$ cat src/dout_pkg.sv
// Purpose: Shared constants and types for the programmable digital output.
// Assumes: Signed analog variables of VAR_W bits, one processing clock.
// Notes: Encodings of tests and functions follow the parameter ranges.
package dout_pkg;
  // ===========================================================
  // Widths
  localparam int VAR_W = 16;
  localparam int SRC_W = 3;
  // ===========================================================
  // Output modes
  typedef enum logic [3:0] {
    MODE_DISABLE = 4'h0,
    MODE_DIGITAL = 4'h1,
    MODE_DBL_DIGITAL = 4'h2,
    MODE_ANALOG = 4'h3,
    MODE_DBL_ANALOG = 4'h4,
    MODE_DBL_FULL = 4'h5,
    MODE_BRAKE = 4'h6,
    MODE_ABSOLUTE_BRAKE_MODE = 4'h7,
    MODE_ABS_LIFT = 4'h8,
    MODE_PWM = 4'h9
  } out_mode_t;
  // ===========================================================
  // Test operators, low two bits compare, bit 2 selects magnitude
  localparam logic [1:0] OP_GT = 2'h0;
  localparam logic [1:0] OP_GE = 2'h1;
  localparam logic [1:0] OP_LT = 2'h2;
  localparam logic [1:0] OP_LE = 2'h3;
  localparam int OP_ABS_BIT = 2;
  // ===========================================================
  // Combining functions of f(A,B) and of the second stage
  localparam logic [3:0] FN_OR = 4'h0;
  localparam logic [3:0] FN_SET_RST_RISE = 4'h1;
  localparam logic [3:0] FN_RST_SET_RISE = 4'h2;
  localparam logic [3:0] FN_SET_RST_FALL = 4'h3;
  localparam logic [3:0] FN_RST_SET_FALL = 4'h4;
  localparam logic [3:0] FN_AND = 4'h5;
  localparam logic [3:0] FN_XOR = 4'h6;
  localparam logic [3:0] FN_NOR = 4'h7;
  localparam logic [3:0] FN_NAND = 4'h8;
  // ===========================================================
  // Boolean source selection codes
  localparam logic [SRC_W-1:0] SRC_DISABLED = 3'h0;
  localparam logic [SRC_W-1:0] SRC_RUN_OK = 3'h1;
  localparam logic [SRC_W-1:0] SRC_ALARM = 3'h3;
  localparam logic [SRC_W-1:0] SRC_ANALOG_A = 3'h4;
  localparam logic [SRC_W-1:0] SRC_ANALOG_B = 3'h5;
  // ===========================================================
  // Sawtooth phase accumulator width, clock rate, reset and polarity values
  localparam int PHASE_W = 32;
  localparam real CLK_HZ = 20.0e6;
  localparam logic RESET_LATCH = 1'b0;
  localparam logic POL_POSITIVE = 1'b1;
endpackage

$ cat src/saw_if.sv
`timescale 1ns/1ps
// Purpose: Carries sawtooth settings and the running value between modules.
// Assumes: One clock domain.
// Notes: The generator side drives value.
interface saw_if;
  import dout_pkg::*;
  logic signed [VAR_W-1:0] peak;
  logic signed [VAR_W-1:0] floor_v;
  logic [PHASE_W-1:0] step;
  logic enable;
  logic signed [VAR_W-1:0] value;
  modport gen(input peak, input floor_v, input step, input enable, output value);
  modport user(output peak, output floor_v, output step, output enable, input value);
endinterface

$ cat src/dout_channel.sv
`timescale 1ns/1ps
// Purpose: Conditioning logic for one programmable digital output.
// Assumes: Settings are static software values on the processing clock.
// Notes: Drive status inputs are pins and are synchronised.
// ===========================================================
module dout_channel
  import dout_pkg::*;
(
  // Clock and reset
  input wire logic MCLK_IN,
  input wire logic RESET_N_IN,
  // Drive status pins
  input wire logic MODULATING_IN,
  input wire logic ALARM_IN,
  // Analog variables
  input wire logic signed [VAR_W-1:0] ANALOG_A_IN,
  input wire logic signed [VAR_W-1:0] ANALOG_B_IN,
  // Settings
  input wire logic [3:0] OUTPUT_MODE_IN,
  input wire logic [SRC_W-1:0] VAR_A_SELECT_IN,
  input wire logic [SRC_W-1:0] VAR_B_SELECT_IN,
  input wire logic [SRC_W-1:0] VAR_C_SELECT_IN,
  input wire logic [2:0] TEST_A_OP_IN,
  input wire logic [2:0] TEST_B_OP_IN,
  input wire logic signed [VAR_W-1:0] THRESHOLD_A_IN,
  input wire logic signed [VAR_W-1:0] THRESHOLD_B_IN,
  input wire logic [3:0] AB_FUNCTION_IN,
  input wire logic [3:0] SECOND_FUNCTION_IN,
  input wire logic POLARITY_IN,
  input wire logic [PHASE_W-1:0] SAW_STEP_IN,
  // Output
  output logic OUTPUT_CHANNEL_OUT,
  output logic RUN_OK_OUT
);
  typedef struct packed {
    logic [1:0] run_sync;
    logic [1:0] alarm_sync;
    logic test_a;
    logic test_b;
    logic latch;
    logic out;
    logic run_ok;
  } chan_state_t;
  chan_state_t q, d;
  saw_if saw();
  out_mode_t mode;

  // ===========================================================
  // Helpers
  function automatic logic sel_bool(input logic [SRC_W-1:0] sel,
                                    input logic run_ok, input logic alarm,
                                    input logic signed [VAR_W-1:0] a,
                                    input logic signed [VAR_W-1:0] b);
    logic r;
    r = 1'b0;
    case (sel)
      SRC_RUN_OK: r = run_ok;
      SRC_ALARM: r = alarm;
      SRC_ANALOG_A: r = (a != '0);
      SRC_ANALOG_B: r = (b != '0);
      default: r = 1'b0;
    endcase
    return r;
  endfunction

  function automatic logic signed [VAR_W-1:0] sel_var(input logic [SRC_W-1:0] sel,
                                                      input logic signed [VAR_W-1:0] a,
                                                      input logic signed [VAR_W-1:0] b);
    return (sel == SRC_ANALOG_B) ? b : a;
  endfunction

  function automatic logic compare(input logic [2:0] op, input logic force_abs,
                                   input logic signed [VAR_W-1:0] x,
                                   input logic signed [VAR_W-1:0] t);
    logic signed [VAR_W:0] xv;
    logic signed [VAR_W:0] tv;
    logic r;
    xv = {x[VAR_W-1], x};
    tv = {t[VAR_W-1], t};
    if (op[OP_ABS_BIT] || force_abs) begin
      xv = (xv < 0) ? -xv : xv;
    end
    r = 1'b0;
    case (op[1:0])
      OP_GT: r = xv > tv;
      OP_GE: r = xv >= tv;
      OP_LT: r = xv < tv;
      OP_LE: r = xv <= tv;
      default: r = 1'b0;
    endcase
    return r;
  endfunction

  function automatic logic combine(input logic [3:0] fn, input logic a, input logic b,
                                   input logic a_prev, input logic b_prev,
                                   input logic hold);
    logic r;
    logic a_r;
    logic b_r;
    logic a_f;
    logic b_f;
    a_r = a && !a_prev;
    b_r = b && !b_prev;
    a_f = !a && a_prev;
    b_f = !b && b_prev;
    r = hold;
    case (fn)
      FN_OR: r = a | b;
      FN_AND: r = a & b;
      FN_XOR: r = a ^ b;
      FN_NOR: r = !(a | b);
      FN_NAND: r = !(a & b);
      FN_SET_RST_RISE: r = b_r ? 1'b0 : (a_r ? 1'b1 : hold);
      FN_RST_SET_RISE: r = a_r ? 1'b0 : (b_r ? 1'b1 : hold);
      FN_SET_RST_FALL: r = b_f ? 1'b0 : (a_f ? 1'b1 : hold);
      FN_RST_SET_FALL: r = a_f ? 1'b0 : (b_f ? 1'b1 : hold);
      default: r = hold;
    endcase
    return r;
  endfunction

  // ===========================================================
  // Sawtooth
  assign saw.peak = THRESHOLD_A_IN;
  assign saw.floor_v = THRESHOLD_B_IN;
  assign saw.step = SAW_STEP_IN;
  assign saw.enable = (OUTPUT_MODE_IN == MODE_PWM);

  saw_gen u_saw (
    .clk_in(MCLK_IN),
    .rst_n_in(RESET_N_IN),
    .s(saw.gen)
  );

  // ===========================================================
  // Processing chain
  logic run_s;
  logic alarm_s;
  logic signed [VAR_W-1:0] var_a;
  logic signed [VAR_W-1:0] var_b;
  logic abs_mode;
  logic ta;
  logic tb;
  logic fab;
  logic res;

  assign mode = out_mode_t'(OUTPUT_MODE_IN);

  always_comb begin
    d = q;
    d.run_sync = {q.run_sync[0], MODULATING_IN};
    d.alarm_sync = {q.alarm_sync[0], ALARM_IN};
    run_s = q.run_sync[1];
    alarm_s = q.alarm_sync[1];
    d.run_ok = run_s;
    var_a = sel_var(VAR_A_SELECT_IN, ANALOG_A_IN, ANALOG_B_IN);
    var_b = sel_var(VAR_B_SELECT_IN, ANALOG_A_IN, ANALOG_B_IN);
    abs_mode = (mode == MODE_ABSOLUTE_BRAKE_MODE) || (mode == MODE_ABS_LIFT);
    ta = compare(TEST_A_OP_IN, abs_mode, var_a, THRESHOLD_A_IN);
    tb = compare(TEST_B_OP_IN, abs_mode, var_b, THRESHOLD_B_IN);
    fab = 1'b0;
    res = 1'b0;
    unique case (mode)
      MODE_DISABLE: res = 1'b0;
      MODE_DIGITAL: begin
        res = sel_bool(VAR_A_SELECT_IN, run_s, alarm_s, ANALOG_A_IN, ANALOG_B_IN);
      end
      MODE_DBL_DIGITAL: begin
        ta = sel_bool(VAR_A_SELECT_IN, run_s, alarm_s, ANALOG_A_IN, ANALOG_B_IN);
        tb = sel_bool(VAR_B_SELECT_IN, run_s, alarm_s, ANALOG_A_IN, ANALOG_B_IN);
        fab = combine(AB_FUNCTION_IN, ta, tb, q.test_a, q.test_b, q.latch);
        res = fab;
      end
      MODE_PWM: begin
        res = compare(TEST_A_OP_IN, 1'b0, var_a, saw.value);
      end
      default: begin
        fab = combine(AB_FUNCTION_IN, ta, tb, q.test_a, q.test_b, q.latch);
        if ((mode == MODE_BRAKE || mode == MODE_ABSOLUTE_BRAKE_MODE) && alarm_s) begin
          fab = 1'b0;
        end
        res = fab;
      end
    endcase
    d.test_a = ta;
    d.test_b = tb;
    d.latch = (mode == MODE_DIGITAL || mode == MODE_PWM) ? q.latch : fab;
    if (VAR_C_SELECT_IN != SRC_DISABLED && mode != MODE_DIGITAL && mode != MODE_PWM) begin
      res = combine(SECOND_FUNCTION_IN, res,
                    sel_bool(VAR_C_SELECT_IN, run_s, alarm_s, ANALOG_A_IN, ANALOG_B_IN),
                    res, 1'b0, res);
    end
    d.out = (POLARITY_IN == POL_POSITIVE) ? res : !res;
    if (mode == MODE_DISABLE || OUTPUT_MODE_IN > MODE_PWM) begin
      d.out = 1'b0;
    end
  end

  always_ff @(posedge MCLK_IN or negedge RESET_N_IN) begin
    if (!RESET_N_IN) begin
      q <= '0;
    end else begin
      q <= d;
    end
  end

  assign OUTPUT_CHANNEL_OUT = q.out;
  assign RUN_OK_OUT = q.run_ok;

  // ===========================================================
  // Checks
  disable_low_a: assert property (@(posedge MCLK_IN) disable iff (!RESET_N_IN)
    OUTPUT_MODE_IN == MODE_DISABLE |=> !OUTPUT_CHANNEL_OUT)
    else $error("Disabled output high");
  // The synchroniser restarts empty after reset, so the lag only holds three clean cycles later.
  runok_sync_a: assert property (@(posedge MCLK_IN) disable iff (!RESET_N_IN)
    $past(RESET_N_IN) && $past(RESET_N_IN, 2) && $past(RESET_N_IN, 3)
    |-> RUN_OK_OUT == $past(MODULATING_IN, 3)) else $error("Run ok lag wrong");
  brake_alarm_a: assert property (@(posedge MCLK_IN) disable iff (!RESET_N_IN)
    (mode == MODE_ABSOLUTE_BRAKE_MODE && q.alarm_sync[1] && VAR_C_SELECT_IN == SRC_DISABLED
     && POLARITY_IN) |=> !OUTPUT_CHANNEL_OUT) else $error("Brake on under alarm");
  digital_follow_a: assert property (@(posedge MCLK_IN) disable iff (!RESET_N_IN)
    (mode == MODE_DIGITAL && VAR_A_SELECT_IN == SRC_ALARM && !POLARITY_IN)
    |=> OUTPUT_CHANNEL_OUT == !$past(q.alarm_sync[1])) else $error("Fail-safe wrong");
  latch_set_a: assert property (@(posedge MCLK_IN) disable iff (!RESET_N_IN)
    (mode == MODE_DBL_ANALOG && AB_FUNCTION_IN == FN_SET_RST_RISE && ta && !q.test_a
     && !(tb && !q.test_b)) |=> q.latch) else $error("Latch not set");
  cov_pwm_c: cover property (@(posedge MCLK_IN) mode == MODE_PWM && OUTPUT_CHANNEL_OUT);
  cov_latch_c: cover property (@(posedge MCLK_IN) $rose(q.latch));
  cov_brake_c: cover property (@(posedge MCLK_IN) mode == MODE_ABSOLUTE_BRAKE_MODE && $fell(q.out));
endmodule

$ cat src/saw_gen.sv
`timescale 1ns/1ps
// Purpose: Sawtooth from floor to peak at a programmed repetition rate.
// Assumes: step is the phase increment per clock, 2^32 * f / f_clk.
// Notes: Value is floor plus the scaled phase, so the span is exact at wrap.
module saw_gen
  import dout_pkg::*;
(
  input wire logic clk_in,
  input wire logic rst_n_in,
  saw_if.gen s
);
  typedef struct packed {
    logic [PHASE_W-1:0] phase;
    logic signed [VAR_W-1:0] value;
  } saw_state_t;
  saw_state_t q, d;
  logic signed [VAR_W+1:0] span;
  logic signed [VAR_W+PHASE_W+2:0] prod;

  always_comb begin
    d = q;
    span = {{2{s.peak[VAR_W-1]}}, s.peak} - {{2{s.floor_v[VAR_W-1]}}, s.floor_v};
    prod = span * $signed({1'b0, q.phase});
    if (s.enable) begin
      d.phase = q.phase + s.step;
    end else begin
      d.phase = '0;
    end
    d.value = s.floor_v + VAR_W'(prod >>> PHASE_W);
  end

  always_ff @(posedge clk_in or negedge rst_n_in) begin
    if (!rst_n_in) begin
      q <= '0;
    end else begin
      q <= d;
    end
  end

  assign s.value = q.value;

  saw_floor_a: assert property (@(posedge clk_in) disable iff (!rst_n_in)
    !s.enable |=> q.phase == '0) else $error("Saw phase not cleared");
endmodule

$ cat config.mk
export PLATFORM = sky130hd
export DESIGN_NAME = dout_channel
export DESIGN_NICKNAME = d
export VERILOG_FILES = /design/src/dout_pkg.sv /design/src/saw_if.sv /design/src/dout_channel.sv /design/src/saw_gen.sv
export SDC_FILE = /design/constraint.sdc
export NUM_CORES = 2
export LEC_CHECK = 0
export ABC_AREA = 1
export BUFFER_PORTS_ARGS = -buffer_cell sky130_fd_sc_hd__buf_2
export CORE_MARGIN = 2
export CORE_UTILIZATION = 65
export DETAILED_ROUTE_END_ITERATION = 8
export GPL_ROUTABILITY_DRIVEN = 0
export PLACE_DENSITY = 0.94
export SLEW_MARGIN = 40
export SYNTH_ARGS = -nofsm -noshare
export SYNTH_HDL_FRONTEND = slang
export SYNTH_SLANG_ARGS = --single-unit
$ cat constraint.sdc
create_clock -name MCLK_IN -period 13 [get_ports MCLK_IN]
set_input_delay 0 -clock MCLK_IN [delete_from_list [all_inputs] [get_ports MCLK_IN]]
set_output_delay 0 -clock MCLK_IN [all_outputs]
set_load 0.02 [all_outputs]
==> run metrics <==
Sw Share=around 56%; FF-to-FF path depth=31; wire length per cell=a little under 20 µm; end of the critical path=u_saw.s.value[15]$_DFF_PN0_; reg2reg end=u_saw.s.value[15]$_DFF_PN0_; commonest non-fill, non-tap cell in the layout=inv_1; Worst R2R Start=u_saw.q[21]$_DFF_PN0_; Hold Path Origin=OUTPUT_MODE_IN[1]; period utilization=a little over 80%; layout cells sized above 1=approximately 6.1%; Fin Setup TNS=0 ns; Area after DPL=0.0261 mm²; Hold Vio Cnt, Final=1; crit start category=input port; I/O pin cnt=130; Synth-to-Final Area Change=5.42%; DRC errors left=0; commonest non-fill, non-tap cells in the layout=inv_1 (810), nand2_1 (707), fa_1 (451); Setup Skew=roughly 0.018 ns; Worst-path clk slew=0.07 ns; CTS tree=done; total grt overflow=0; Comb pwr share=76.4%; antenna cells=0; Leakage=14.4 nW; Die X-Extent=200 µm; Tmin final=between 10 and 15 ns; DR pass1 iterations=9; detailed placer's ending HPWL=61200 µm; root buffer cell=clkbuf_16; CP arrival=10.95 ns; # H-tree levels=3; Initial Util=66.3%; total track usage=39.7%; Worst-Margin Slew=about 0.9 ns; initial antenna violation count=1; most used routing layer=met2; Min-Delay Path Class=input port to flop; GR Util met3=13.4%; worst vdd ir=0.0736 mV; Critical Path RT=around 13 ns; Final Util=69.8%; endpoints failing setup=0; Clock Sinks=57; fmax=0.0936 GHz; sequential area share after synthesis=5.69%; Max Slew Vio Count=0; syn avg cell area=7.39 µm²; switching power=1.20 mW; synth warn=0; DRT Wirelength=between 70000 and 80000 µm; Reg2Reg Setup Slack=4.22 ns; Hold Path Depth=4; Routed Antenna Nets=0; largest net degree at the start of global routing=58; CTS Buffer Depth=2; crit path max-delay cell type=inv_1; crit path launch=THRESHOLD_B_IN[0]; post-synthesis cell type count=59; placed cell count=3952; met2 Track Usage GR=61.8%; vias in the first global route=between 20000 and 30000; power per cell area=about 81 mW/mm²; Total Power=2.13 mW; die area=about 0.04 mm²; Cell Int Power=0.928 mW; #FFs+latches synth=between 50 and 60; PnR worst setup slack=2.32 ns; fin area=roughly 0.026 mm²; FILL cells=2765; vias per cell=6.08; Worst Setup Path Type=input port to flop; Max-Cap Viols=0; first-pass GRT wire length=125000 µm; Num CTS Buffers=9; register area=0.00143 mm²; Syn Std Cell Area=0.0251 mm²; relative slew slack=39.7%; failing checks=negative hold slack; met1 usage=46.9%; core area=0.0378 mm²; RSZ-0062 raised after global routing=false; I/O Buffers=129; multi-input combinational cell area=0.0201 mm²; Initial DRC Count=3600; final net count=4304; slowest cell delay on critical path=0.71 ns; clock network fraction of total power=12.5%; pre-CTS setup slack=3.02 ns; row cnt=71; Worst Setup End Kind=flop; Die Y=200 µm; outcome=finished, violations left; Mapped Nets=~4200; Hold Slack=-0.0141 ns; post-route insts no fill=3975; Crit Path Max Fanout=20; DR vias=24200; cells after synthesis=3393; register share of total power=11.1%; worst skew pair latency=0.38 ns
power by group through the flow:
stage	clock, mW	combinational (mW)	sequential [mW]
after floorplan	0	1.10	0.226
after global placement	0	1.45	0.235
after detailed placement	0	1.52	0.237
after CTS	0.261	1.55	0.234
after global routing	0.269	1.77	0.238
final	0.266	1.63	0.236
cells by family after synthesis:
logic type,after synthesis,share of synthesized area (%)
and+or+nand+nor,1220,19.5
adders and majority gates,717,49.3
buffers and inverters,927,14.1
xor gates and xnor gates,69,2.41
AOI/OAI and AO/OA,403,9.04
DFF,57,5.69
worst max-delay path, delay by kind of cell:
family	cells	cell delay, ns
AOI/OAI and AO/OA	13	2.40
buffers and inverters	11	1.96
and+or+nand+nor	12	2.03
xor gates and xnor gates	2	0.29
adders and majority gates	10	4.25
worst min path at each step:
stage	end
5_1_grt	q[2]$_DFFE_PN0N_
4_1_cts	q[2]$_DFFE_PN0N_
6_report	q[2]$_DFFE_PN0N_
2_1_floorplan	OUTPUT_CHANNEL_OUT$_DFF_PN0_
3_3_place_gp	d[6]$_DFF_PN0_
3_5_place_dp	d[8]$_DFF_PN0_
state kept, by name (all words and copies together) (netlist names):
signal	cells
u_saw.q	32
d	3
u_saw.s.value	16
OUTPUT_CHANNEL_OUT	1
q	3
alarm_s	1
RUN_OK_OUT	1
per-layer routing:
metal | vias to the layer above | wire length [µm] | share of wire [%]
met5 | - | 28 | 0.036
met4 | 2 | 6720 | 8.6
met3 | 653 | 12100 | 15
met2 | 2002 | 34200 | 44
met1 | 11200 | 25500 | 33
li1 | 10300 | - | -
cells in the mapped netlist (all sizes together):
cell type | n | area share [%]
o221ai | 4 | 0.14
or3 | 1 | 0.025
o2111ai | 2 | 0.070
and2 | 4 | 0.10
buf | 21 | 0.50
o31ai | 6 | 0.20
nor2 | 371 | 5.6
a41oi | 1 | 0.035
a2111oi | 1 | 0.035
fa | 451 | 36
clkbuf | 71 | 1.1
ha | 266 | 13
inv | 830 | 12
a221oi | 4 | 0.14
nand3 | 51 | 1.1
o21ai | 162 | 3.4
o221a | 1 | 0.045
xnor2 | 25 | 0.87
a21o | 6 | 0.18
o21bai | 7 | 0.21
or2 | 17 | 0.42
a311oi | 1 | 0.035
clkinv | 5 | 0.075
o311ai | 1 | 0.035
o22ai | 1 | 0.025
o211ai | 8 | 0.26
a21oi | 168 | 3.4
nand3b | 5 | 0.15
nor3 | 29 | 0.68
a31oi | 10 | 0.25
nor4 | 11 | 0.27
xor2 | 44 | 1.5
o41ai | 3 | 0.13
nand4 | 22 | 0.55
a211oi | 1 | 0.030
nand2 | 709 | 11
a21boi | 8 | 0.24
o21a | 8 | 0.24
dfrtp | 57 | 5.7
area by class of cell:
class | count | area share (%)
Clock buffer | 10 | 0.904
Multi-Input combinational cell | 2409 | 76.1
Tap cell | 511 | 2.42
Timing Repair Buffer | 147 | 3.03
Inverter | 835 | 11.9
Sequential cell | 57 | 5.40
Clock inverter | 6 | 0.251
timing repair:
item / 4_1_cts / 5_1_grt
hold buffers: 7 / 0
endpoints found under the hold margin: 63 / 0
setup buffers: 0 / 0
resized for setup: 0 / 0
Note: power is estimated with default switching activity, not from simulation.
